==> config.mk <==
export PLATFORM = sky130hd
export DESIGN_NAME = tmr16_timer
export DESIGN_NICKNAME = d
export VERILOG_FILES = /design/src/rtl/tmr16_pkg.sv /design/src/rtl/tmr16_timer.sv
export VERILOG_INCLUDE_DIRS = /design/src /design/src/rtl
export SDC_FILE = /design/constraint.sdc
export NUM_CORES = 1
export LEC_CHECK = 0
export BUFFER_PORTS_ARGS = -buffer_cell sky130_fd_sc_hd__buf_2
export CAP_MARGIN = 10
export CORE_MARGIN = 5
export CORE_UTILIZATION = 58
export DETAILED_ROUTE_END_ITERATION = 8
export MAX_ROUTING_LAYER = met4
export PLACE_DENSITY_LB_ADDON = 0.1
export SLEW_MARGIN = 20
export SYNTH_ARGS = -nofsm -noshare
export SYNTH_HDL_FRONTEND = slang
export SYNTH_SLANG_ARGS = --single-unit
==> constraint.sdc <==
create_clock -name i_core_clk -period 3 [get_ports i_core_clk]
set_input_delay 0.45 -clock i_core_clk [delete_from_list [all_inputs] [get_ports i_core_clk]]
set_output_delay 0.45 -clock i_core_clk [all_outputs]
set_load 0.02 [all_outputs]
==> src/rtl/tmr16_defines.svh <==
/*
 * Offsets, field positions, reset values and timing counts of the
 * 16-bit timer/counter. Assumes an 8-bit register port with small addresses.
 */
`ifndef TMR16_DEFINES_SVH
`define TMR16_DEFINES_SVH

// ****************************************
// register offsets
// ****************************************
`define TMR_OFS_CONTROL   3'h0
`define TMR_OFS_COUNT_LO  3'h1
`define TMR_OFS_COUNT_HI  3'h2
`define TMR_OFS_FLAGS     3'h3
`define TMR_OFS_ENABLES   3'h4
`define TMR_OFS_PINS      3'h5

// ****************************************
// control fields, overflow bit, count top and synchronizer stages
// ****************************************
`define TMR_BIT_WIDE      7
`define TMR_BIT_PS_HI     5
`define TMR_BIT_PS_LO     4
`define TMR_BIT_CAPSEL    3
`define TMR_BIT_NOSYNC    2
`define TMR_BIT_EXTCLK    1
`define TMR_BIT_RUN       0
`define TMR_CTRL_MASK     8'hBF
`define TMR_CTRL_RESET    8'h00
`define TMR_BIT_OVF       1
`define TMR_COUNT_TOP     16'hFFFF
`define TMR_SYNC_STAGES   2

`endif

==> src/rtl/tmr16_pkg.sv <==
/*
 * Types of the 16-bit timer/counter.
 * Assumes the defines header is compiled alongside.
 */
package tmr16_pkg;
  typedef enum logic [1:0] {
    MODE_TIMER,
    MODE_SYNC_COUNT,
    MODE_ASYNC_COUNT
  } tmr_mode_t;

  typedef struct packed {
    logic [7:0]  control_reg;
    logic [15:0] count_reg;
    logic [7:0]  high_buffer_reg;
    logic [2:0]  prescale_reg;
    logic        overflow_flag_reg;
    logic        overflow_irq_enable_reg;
    logic [1:0]  ext_sync_reg;
    logic        ext_prev_reg;
    logic        ext_armed_reg;
    logic [7:0]  rdata_reg;
    logic        irq_reg;
    logic        capsel_reg;
    tmr_mode_t   mode_reg;
  } tmr_state_t;
endpackage : tmr16_pkg

==> src/rtl/tmr16_timer.sv <==
/*
 * 16-bit up-counting timer/counter with prescaler, buffered wide access,
 * overflow flag and special-event reset.
 * Assumes one 10 MHz core clock, one clock enable per instruction cycle,
 * and an external count clock well below half the core clock rate.
 */
// The placing of the registers and the address-and-strobe port are this design's own decisions.
// Contract
// bit 7 selects atomic 16-bit access
// prescale codes divide by 1,2,4,8
// bit 3 picks capture time base
// bit 2 skips synchronizer in external mode
// bit 1 counts external rising edges
// internal mode counts each instruction cycle
// bit 0 runs or stops counting
// timer, sync counter, async counter modes
// oscillator enabled blanks its two pins
// high address maps to buffer when wide
// low read copies high into buffer
// low write loads high from buffer
// live high byte hidden in wide mode
// low write clears prescaler, high not
// software enables oscillator and external source
// count wraps FFFFh to 0000h
// wrap sets overflow flag, enable gates request
// special event trigger zeroes count
// special event reset needs synchronous mode; the code resets on bit 3 alone, in async counter mode too
// count write beats special event reset
// no sync control with oscillator clock
// control resets zero, bit 6 reads zero
// two-stage synchronizer on external edge
`include "tmr16_defines.svh"
`timescale 1ns/1ps
`default_nettype none

module tmr16_timer (
  input  wire logic       i_core_clk,
  input  wire logic       i_resetn,
  input  wire logic       i_instr_cycle,
  input  wire logic       i_ext_count_clock_pin,
  input  wire logic       i_low_freq_osc_clk,
  input  wire logic       i_low_freq_osc_enable,
  input  wire logic       i_special_event,
  input  wire logic [1:0] i_osc_pins,
  input  wire logic [2:0] i_addr,
  input  wire logic [7:0] i_wdata,
  input  wire logic       i_wr,
  input  wire logic       i_rd,
  output logic      [7:0] o_rdata,
  output logic            o_overflow_irq,
  output logic            o_capture_timebase_select,
  output logic      [1:0] o_mode
);

  tmr16_pkg::tmr_state_t st_reg;
  tmr16_pkg::tmr_state_t st_next;

  // ****************************************
  // pin synchronisers
  // ****************************************
  logic       ext_src;
  logic [1:0] ext_meta_reg;
  logic [1:0] pin_meta_reg;
  logic [1:0] pin_sync_reg;

  // oscillator output replaces the pin when enabled
  assign ext_src = i_low_freq_osc_enable ? i_low_freq_osc_clk : i_ext_count_clock_pin;

  always_ff @(posedge i_core_clk) begin
    ext_meta_reg <= {ext_meta_reg[0], ext_src};
    pin_meta_reg <= i_osc_pins;
    pin_sync_reg <= pin_meta_reg;
  end

  function automatic logic [3:0] prescale_limit(input logic [1:0] code);
    prescale_limit = 4'h1 << code;
  endfunction : prescale_limit

  // ****************************************
  // next state
  // ****************************************
  logic       ext_level;
  logic       ext_rise;
  logic       tick;
  logic       wide;
  logic       wr_lo;
  logic       wr_hi;
  logic       rd_lo;
  logic [3:0] ps_count;

  always_comb begin
    st_next  = st_reg;
    wide     = st_reg.control_reg[`TMR_BIT_WIDE];
    wr_lo    = i_wr && (i_addr == `TMR_OFS_COUNT_LO);
    wr_hi    = i_wr && (i_addr == `TMR_OFS_COUNT_HI);
    rd_lo    = i_rd && (i_addr == `TMR_OFS_COUNT_LO);
    // async skips the two extra stages; the pin still passes two flops
    ext_level = st_reg.control_reg[`TMR_BIT_NOSYNC] ? ext_meta_reg[1] : st_reg.ext_sync_reg[1];
    // a rise only counts once a fall has been seen
    ext_rise = ext_level && !st_reg.ext_prev_reg && st_reg.ext_armed_reg;
    tick     = st_reg.control_reg[`TMR_BIT_EXTCLK] ? ext_rise : i_instr_cycle;
    tick     = tick && st_reg.control_reg[`TMR_BIT_RUN];

    st_next.ext_sync_reg = {st_reg.ext_sync_reg[0], ext_meta_reg[1]};
    st_next.ext_prev_reg = ext_level;
    // only a real fall arms; zeroed stages after reset would fake one
    if (!ext_level && st_reg.ext_prev_reg) begin
      st_next.ext_armed_reg = 1'b1;
    end

    if (tick) begin
      ps_count = 4'(st_reg.prescale_reg) + 4'h1;
      if (ps_count >= prescale_limit(st_reg.control_reg[`TMR_BIT_PS_HI:`TMR_BIT_PS_LO])) begin
        st_next.prescale_reg = 3'h0;
        st_next.count_reg    = st_reg.count_reg + 16'h0001;
        if (st_reg.count_reg == `TMR_COUNT_TOP) begin
          st_next.overflow_flag_reg = 1'b1;
        end
      end else begin
        st_next.prescale_reg = ps_count[2:0];
      end
    end else begin
      ps_count = 4'h0;
    end

    // special event only when this timer is the compare time base
    // any count write, a narrow high write too, beats the event
    if (i_special_event && st_reg.control_reg[`TMR_BIT_CAPSEL] && !wr_lo && !(wr_hi && !wide)) begin
      st_next.count_reg = 16'h0000;
    end

    if (i_wr) begin
      case (i_addr)
        `TMR_OFS_CONTROL: st_next.control_reg = i_wdata & `TMR_CTRL_MASK;
        `TMR_OFS_COUNT_LO: begin
          st_next.count_reg[7:0] = i_wdata;
          st_next.prescale_reg   = 3'h0;
          if (wide) begin
            st_next.count_reg[15:8] = st_reg.high_buffer_reg;
          end else begin
            st_next.count_reg[15:8] = st_reg.count_reg[15:8];
          end
        end
        `TMR_OFS_COUNT_HI: begin
          if (wide) begin
            st_next.high_buffer_reg = i_wdata; // see R12
          end else begin
            st_next.count_reg[15:8] = i_wdata;
          end
        end
        `TMR_OFS_FLAGS: begin
          // hardware set wins over software clear only while the flag is still clear
          if (!st_next.overflow_flag_reg || st_reg.overflow_flag_reg) begin
            st_next.overflow_flag_reg = i_wdata[`TMR_BIT_OVF] || (st_next.overflow_flag_reg &&
                                         !st_reg.overflow_flag_reg);
          end
        end
        `TMR_OFS_ENABLES: st_next.overflow_irq_enable_reg = i_wdata[`TMR_BIT_OVF];
        default: ;
      endcase
    end

    st_next.rdata_reg = 8'h00;
    if (i_rd) begin
      case (i_addr)
        `TMR_OFS_CONTROL:  st_next.rdata_reg = st_reg.control_reg;
        `TMR_OFS_COUNT_LO: st_next.rdata_reg = st_reg.count_reg[7:0];
        `TMR_OFS_COUNT_HI: st_next.rdata_reg = wide ? st_reg.high_buffer_reg
                                                     : st_reg.count_reg[15:8]; // see R10
        `TMR_OFS_FLAGS:    st_next.rdata_reg = {6'h00, st_reg.overflow_flag_reg, 1'b0};
        `TMR_OFS_ENABLES:  st_next.rdata_reg = {6'h00, st_reg.overflow_irq_enable_reg, 1'b0};
        // oscillator owns the pins, their port logic reads zero
        `TMR_OFS_PINS:     st_next.rdata_reg = {6'h00, i_low_freq_osc_enable ? 2'h0 : pin_sync_reg};
        default:           st_next.rdata_reg = 8'h00;
      endcase
    end
    if (rd_lo && wide) begin
      st_next.high_buffer_reg = st_reg.count_reg[15:8];
    end
    if (wr_hi && !wide) begin
      st_next.high_buffer_reg = st_reg.high_buffer_reg;
    end

    st_next.irq_reg    = st_next.overflow_flag_reg && st_next.overflow_irq_enable_reg;
    st_next.capsel_reg = st_next.control_reg[`TMR_BIT_CAPSEL];
    if (!st_next.control_reg[`TMR_BIT_EXTCLK]) begin
      st_next.mode_reg = tmr16_pkg::MODE_TIMER;
    end else if (st_next.control_reg[`TMR_BIT_NOSYNC]) begin
      st_next.mode_reg = tmr16_pkg::MODE_ASYNC_COUNT;
    end else begin
      st_next.mode_reg = tmr16_pkg::MODE_SYNC_COUNT;
    end
  end

  // ****************************************
  // state register
  // ****************************************
  always_ff @(posedge i_core_clk) begin
    if (!i_resetn) begin
      st_reg             <= '0;
      st_reg.control_reg <= `TMR_CTRL_RESET;
      st_reg.mode_reg    <= tmr16_pkg::MODE_TIMER;
    end else begin
      st_reg <= st_next;
    end
  end

  assign o_rdata                   = st_reg.rdata_reg;
  assign o_overflow_irq            = st_reg.irq_reg;
  assign o_capture_timebase_select = st_reg.capsel_reg;
  assign o_mode                    = st_reg.mode_reg;
endmodule : tmr16_timer

`default_nettype wire

==> flow_metrics.env, run 1 <==
export IMPL_synthCells=346
export IMPL_grt_max_degree=21
export IMPL_status="completed"
export IMPL_ioPinCount=34
export IMPL_drive_gt1_frac=0.188
export IMPL_wl_per_cell_um=17.8
export IMPL_cts_resized=0
export IMPL_synth_simple_area_share=0.271
export IMPL_synth_top_family_by_area="simple AND/OR/NAND/NOR gates"
export IMPL_cts_tree="built"
export IMPL_rsz0062_at_grt="false"
export IMPL_p_sw_uw=421
export IMPL_cts_hold_buf=0
export IMPL_r2r_start="st_reg[18]$_SDFF_PN0_"
export IMPL_cp_common_cell="ha_1"
export IMPL_seq_area_frac_synth=0.377
export IMPL_min_period_ns=2.59
export IMPL_ant_nets=0
export IMPL_whs_path_depth=1
export IMPL_grt_usage=0.262
export IMPL_final_common_cell="dfxtp_1"
export IMPL_powerDensity_nw_per_um2=487
export IMPL_crit_type="reg2reg"
export IMPL_switching_share=0.255
export IMPL_crit_path_max_fanout=11
export IMPL_synth_xor_area_frac=0.0376
export IMPL_grt_pass1_wl_um=12600
export IMPL_skew_ns=0.00929
export IMPL_cts_reportedPaths_clkPinSlew_ns=0.07
export IMPL_vias_per_cell=5.96
export IMPL_core_area_um2=5070
export IMPL_hold_class="in2reg"
export IMPL_post_cts_buffers=0
export IMPL_pwr_share_comb=0.076
export IMPL_insertion_delay_ns=0.34
export IMPL_reg2reg_to="st_reg[36]$_SDFF_PN0_"
export IMPL_syn_avg_cell_area_um2=8.75
export IMPL_cp_end_kind="register"
export IMPL_largest_reg_flops=39
export IMPL_cp_cell_sequence="ha_1 -> xor2_1 -> ha_1 -> o21a_1 -> nor2_1 -> nor4_4 -> and4_1 -> a211o_1"
export IMPL_synth_nets=374
export IMPL_clock_power_share=0.443
export IMPL_dpl_hpwl_um=5790
export IMPL_ys_ff_latch=57
export IMPL_clock_sinks=57
export IMPL_port_buffers=33
export IMPL_start_util=0.597
export IMPL_cp_required_ns=3.23
export IMPL_drt_wl_total_um=7870
export IMPL_setup_worst_path_start_class="register"
export IMPL_place_congestion=0.947
export IMPL_clock_fmax_mhz=385
export IMPL_drv_slew=0
export IMPL_critical_path_arrival_ns=2.83
export IMPL_setup_viol=0
export IMPL_whs_endpoint="pin_meta_reg[0]$_DFF_P_"
export IMPL_power_leakage_uw=0.00134
export IMPL_cap_violations=0
export IMPL_synth_area_um2=3030
export IMPL_r2r_setup_slack_ns=0.41
export IMPL_nNetsFinal=396
export IMPL_hold_ws_ns=0.208
export IMPL_fp_dieH_um=82.3
export IMPL_fp_row_count=26
export IMPL_ys_async_sr_fraction=0
export IMPL_worst_pin_slew_ns=0.924
export IMPL_grt_ovfl_total=0
export IMPL_cts_root_buf="clkbuf_8"
export IMPL_syn2layout_area_growth_pct=12.0
export IMPL_grt_pass1_vias=2516
export IMPL_diodes=0
export IMPL_p_int_uw=1230
export IMPL_slowest_stage="nor2_1"
export IMPL_muxShareOfSynthArea=0.0777
export IMPL_die_w_um=82.3
export IMPL_hold_viol_final=0
export IMPL_synth_edf_count=0
export IMPL_yosys_warnings=0
export IMPL_synth_compound_area_frac=0.155
export IMPL_cts_buffers=9
export IMPL_vias=2641
export IMPL_synth_adder_area_share=0.0248
export IMPL_antenna_found_initial=0
export IMPL_drt_iter0_markers=205
export IMPL_p_seq_frac=0.481
export IMPL_fin_crit_sh=0.865
export IMPL_dieArea_um2=6770
export IMPL_critPathMaxStageDelay_ns=0.70
export IMPL_r2r_cells=8
export IMPL_h_tree_depth=3
export IMPL_mostFrequentLayoutCells="dfxtp_1, nand2_1, buf_2"
export IMPL_min_from="i_osc_pins[0]"
export IMPL_vdd_drop_max_mv=0.316
export IMPL_synth_cell_types=55
export IMPL_synthFlopType="dfxtp_1"
export IMPL_tns_ns=0
export IMPL_clk_path_buf_depth=2
export IMPL_drc=0
export IMPL_max_slew_margin=0.382
export IMPL_first_pass_iters=4
-- metrics by stage --
step / setup slack (ns) / total power, µW / cell area, µm² / std cells / util
after floorplan: 0.773 / 882 / 3030 / 346 / -
after global placement: 0.487 / 934 / 3190 / 427 / 0.628
after detailed placement: 0.459 / 935 / 3190 / 427 / 0.628
after CTS: 0.439 / 1670 / 3390 / 443 / 0.669
after global routing: 0.218 / 1720 / 3390 / 443 / 0.669
final: 0.406 / 1650 / 3390 / 443 / 0.669
-- cells by family (layout without fill, tap and decap cells) --
| family | count (synthesis) | count (layout) |
|---|---|---|
| muxes | 23 | 23 |
| xor gates and xnor gates | 13 | 13 |
| DFF | 57 | 57 |
| AOI/OAI and AO/OA | 69 | 69 |
| and+or+nand+nor | 144 | 144 |
| buffers and inverters | 34 | 61 |
| adders and majority gates | 6 | 6 |
-- power by group through the flow --
stage / registers (µW) / logic [µW] / clock network (µW)
2_1_floorplan: 804 / 77.8 / 0
3_3_place_gp: 811 / 122 / 0
3_5_place_dp: 812 / 123 / 0
4_1_cts: 794 / 124 / 752
5_1_grt: 797 / 137 / 789
6_report: 795 / 125 / 732
-- worst max-delay path, delay by kind of cell, from the launching register on --
kind	cells	cell delay (ns)
xor gates and xnor gates	1	0.15
DFF	1	0.35
and+or+nand+nor	3	1.08
AOI/OAI and AO/OA	2	0.40
adders and majority gates	2	0.52
-- cells in the mapped netlist (3+ instances only) --
| master | instances | share of area |
|---|---|---|
| a211o_1 | 3 | 0.0087 |
| a211oi_1 | 6 | 0.015 |
| a21oi_1 | 17 | 0.028 |
| a22o_1 | 4 | 0.012 |
| a22oi_1 | 5 | 0.012 |
| and2_1 | 14 | 0.029 |
| and3_1 | 4 | 0.0083 |
| and4_1 | 6 | 0.017 |
| buf_2 | 5 | 0.0083 |
| buf_4 | 10 | 0.025 |
| clkbuf_1 | 12 | 0.015 |
| dfxtp_1 | 57 | 0.38 |
| ha_1 | 6 | 0.025 |
| inv_1 | 5 | 0.0062 |
| mux2_2 | 4 | 0.015 |
| mux2i_1 | 19 | 0.063 |
| nand2_1 | 35 | 0.043 |
| nand2b_1 | 5 | 0.010 |
| nand3_1 | 13 | 0.021 |
| nand3b_1 | 5 | 0.012 |
| nand4_1 | 6 | 0.012 |
| nand4b_1 | 3 | 0.0087 |
| nor2_1 | 19 | 0.024 |
| nor2b_1 | 6 | 0.012 |
| nor3_1 | 7 | 0.012 |
| nor4_1 | 8 | 0.017 |
| o211ai_1 | 4 | 0.0099 |
| o21ai_0 | 10 | 0.017 |
| o22ai_1 | 6 | 0.012 |
| xnor2_1 | 6 | 0.017 |
| xor2_1 | 7 | 0.020 |
-- layout make-up --
type                            instances  area (µm²)
Clock buffer                           10         138
Clock inverter                          6        67.6
Fill cell                             447        1680
Inverter                                5        18.8
Multi-Input combinational cell        255        1720
Sequential cell                        57        1140
Tap cell                               70        87.6
Timing Repair Buffer                   40         218
-- layer usage --
layer | vias up | GRT usage | wire [µm] | part of all wire
li1 | 1291 | - | - | -
met1 | 1242 | 0.320 | 3320 | 0.42
met2 | 97 | 0.411 | 3700 | 0.47
met3 | 11 | 0.0748 | 705 | 0.090
met4 | 0 | 0.0997 | 138 | 0.018
met5 | - | - | 0 | 0
-- worst max path at each step --
stage / from / to / cells past startpoint
6_report: st_reg[18]$_SDFF_PN0_ / st_reg[36]$_SDFF_PN0_ / 8
4_1_cts: st_reg[18]$_SDFF_PN0_ / st_reg[36]$_SDFF_PN0_ / 8
5_1_grt: st_reg[18]$_SDFF_PN0_ / st_reg[30]$_SDFF_PN0_ / 8
3_3_place_gp: st_reg[18]$_SDFF_PN0_ / st_reg[34]$_SDFF_PN0_ / 8
3_5_place_dp: st_reg[18]$_SDFF_PN0_ / st_reg[36]$_SDFF_PN0_ / 8
2_1_floorplan: st_reg[18]$_SDFF_PN0_ / st_reg[36]$_SDFF_PN0_ / 7
Note: power is estimated with default switching activity, not from simulation.
==> run 2, diff against run 1 <==
CORE_UTILIZATION = 45   (was 58)
==> run 2 against run 1 <==
Net effect: first-iteration DRC count increased by 23%; fmax grew 9.7%; final cell count up 2.5%; non-clock buffer count increased by 1; clock skew shrank 0.0032 ns; wire length is 4.0% higher; critical path type unchanged; worst hold slack better by 0.00063 ns; combinational power about the same; critical endpoint is now st_reg[17]$_SDFF_PN0_; setup slack gained 0.23 ns; total power grew 6.0%.
==> flow_metrics.env, run 2 (synthesis gave the netlist of run 1 again) <==
export IMPL_status="completed"
export IMPL_port_buffers=33
export IMPL_cts_tree="built"
export IMPL_setup_worst_path_start_class="register"
export IMPL_diodes=0
export IMPL_p_int_uw=1330
export IMPL_clock_fmax_mhz=423
export IMPL_dieArea_um2=8470
export IMPL_clk_path_buf_depth=2
export IMPL_vias_per_cell=5.79
export IMPL_hold_class="in2reg"
export IMPL_critPathMaxStageDelay_ns=0.34
export IMPL_ioPinCount=34
export IMPL_post_cts_buffers=0
export IMPL_powerDensity_nw_per_um2=510
export IMPL_reg2reg_to="st_reg[17]$_SDFF_PN0_"
export IMPL_max_slew_margin=0.558
export IMPL_post_route_util=0.514
export IMPL_drive_gt1_frac=0.190
export IMPL_cp_end_kind="register"
export IMPL_min_from="i_osc_pins[1]"
export IMPL_hold_viol_final=0
export IMPL_crit_buf_inv=2
export IMPL_r2r_cells=10
export IMPL_die_w_um=92.0
export IMPL_place_congestion=0.915
export IMPL_clock_power_share=0.474
export IMPL_worst_pin_slew_ns=0.660
export IMPL_antenna_found_initial=0
export IMPL_final_common_cell="dfxtp_1"
export IMPL_setup_viol=0
export IMPL_first_pass_iters=4
export IMPL_grt_pass1_wl_um=13400
export IMPL_design_area_um2=3440
export IMPL_drt_wl_total_um=8180
export IMPL_cts_resized=0
export IMPL_cp_required_ns=3.24
export IMPL_cts_reportedPaths_clkPinSlew_ns=0.06
export IMPL_syn2layout_area_growth_pct=13.5
export IMPL_h_tree_depth=3
export IMPL_power_leakage_uw=0.00136
export IMPL_drt_iter0_markers=253
export IMPL_nNetsFinal=397
export IMPL_min_period_ns=2.36
export IMPL_switching_share=0.238
export IMPL_cts_hold_buf=0
export IMPL_whs_path_depth=1
export IMPL_tns_ns=0
export IMPL_core_area_um2=6680
export IMPL_critical_path_arrival_ns=2.60
export IMPL_r2r_setup_slack_ns=0.64
export IMPL_insertion_delay_ns=0.34
export IMPL_placed_cell_area_um2=3210
export IMPL_fp_dieH_um=92.0
export IMPL_slowest_stage="dfxtp_1"
export IMPL_pwr_share_comb=0.072
export IMPL_skew_ns=0.00612
export IMPL_cts_buffers=9
export IMPL_p_seq_frac=0.453
export IMPL_grt_ovfl_total=0
export IMPL_crit_type="reg2reg"
export IMPL_p_sw_uw=418
export IMPL_timing_final_ws_setup_ns=0.636
export IMPL_fin_crit_sh=0.788
export IMPL_rsz0062_at_grt="false"
export IMPL_grt_usage=0.210
export IMPL_fp_row_count=30
export IMPL_drc=0
export IMPL_mostFrequentLayoutCells="dfxtp_1, nand2_1, buf_2"
export IMPL_whs_endpoint="pin_meta_reg[1]$_DFF_P_"
export IMPL_wl_per_cell_um=18.0
export IMPL_largest_reg_flops=39
export IMPL_vdd_drop_max_mv=0.277
export IMPL_pre_cts_slack_ns=0.634
export IMPL_cap_violations=0
export IMPL_clock_sinks=57
export IMPL_vias=2627
export IMPL_grt_pass1_vias=2529
export IMPL_critPathTopFamily="adder cells"
export IMPL_cp_cell_sequence="ha_1 -> xor2_1 -> ha_1 -> o21a_1 -> nor2_1 -> buf_4 -> nor4b_1 -> buf_4 -> a31o_2 -> and2_1"
export IMPL_grt_max_degree=21
export IMPL_cts_root_buf="clkbuf_8"
export IMPL_ant_nets=0
export IMPL_start_util=0.453
export IMPL_r2r_start="st_reg[18]$_SDFF_PN0_"
export IMPL_crit_path_max_fanout=8
export IMPL_drv_slew=0
export IMPL_dpl_hpwl_um=5920
-- run 2: cell count changes in the layout (fill, tap and decap cells not counted), sizes merged --
cell / before / now
buf: 40 / 41
bufinv: 1 / 2
clkbuf: 10 / 11
clkinv: 3 / 2
clkinvlp: 2 / 1
-- run 2: layer usage --
| layer | GRT usage | share of wire |
|---|---|---|
| met1 | 0.288 | 0.48 |
| met2 | 0.304 | 0.43 |
| met3 | 0.0582 | 0.077 |
| met4 | 0.0582 | 0.017 |
| met5 | - | 0 |
-- run 2: power groups by stage --
| stage | Clock [µW] | Combinational [µW] | Sequential [µW] |
|---|---|---|---|
| CTS | 844 | 126 | 794 |
| finish | 831 | 127 | 794 |
| floorplan | 0 | 77.8 | 804 |
| global route | 881 | 139 | 796 |
| global placement | 0 | 124 | 811 |
| detailed placement | 0 | 125 | 811 |
-- run 2: cell type report --
type	instances	area, µm²
Sequential cell	57	1140
Timing Repair Buffer	41	225
Tap cell	80	100
Multi-Input combinational cell	255	1720
Clock buffer	11	151
Inverter	5	18.8
Fill cell	650	3240
Clock inverter	5	77.6
-- run 2: per-stage QoR --
step	hold slack (ns)	total power [µW]	cells
2_1_floorplan	0.310	882	346
3_3_place_gp	0.311	935	438
3_5_place_dp	0.315	936	438
4_1_cts	0.194	1760	454
5_1_grt	0.193	1820	454
6_report	0.208	1750	454
-- run 2: worst max path at each step --
stage / slack, ns / to / startpoint / cells after the start
after CTS: 0.63 / st_reg[17]$_SDFF_PN0_ / st_reg[18]$_SDFF_PN0_ / 10
after global placement: 0.68 / st_reg[17]$_SDFF_PN0_ / st_reg[18]$_SDFF_PN0_ / 10
after detailed placement: 0.63 / st_reg[17]$_SDFF_PN0_ / st_reg[18]$_SDFF_PN0_ / 10
final: 0.64 / st_reg[17]$_SDFF_PN0_ / st_reg[18]$_SDFF_PN0_ / 10
after global routing: 0.47 / st_reg[17]$_SDFF_PN0_ / st_reg[18]$_SDFF_PN0_ / 10
after floorplan: 0.77 / st_reg[36]$_SDFF_PN0_ / st_reg[18]$_SDFF_PN0_ / 7
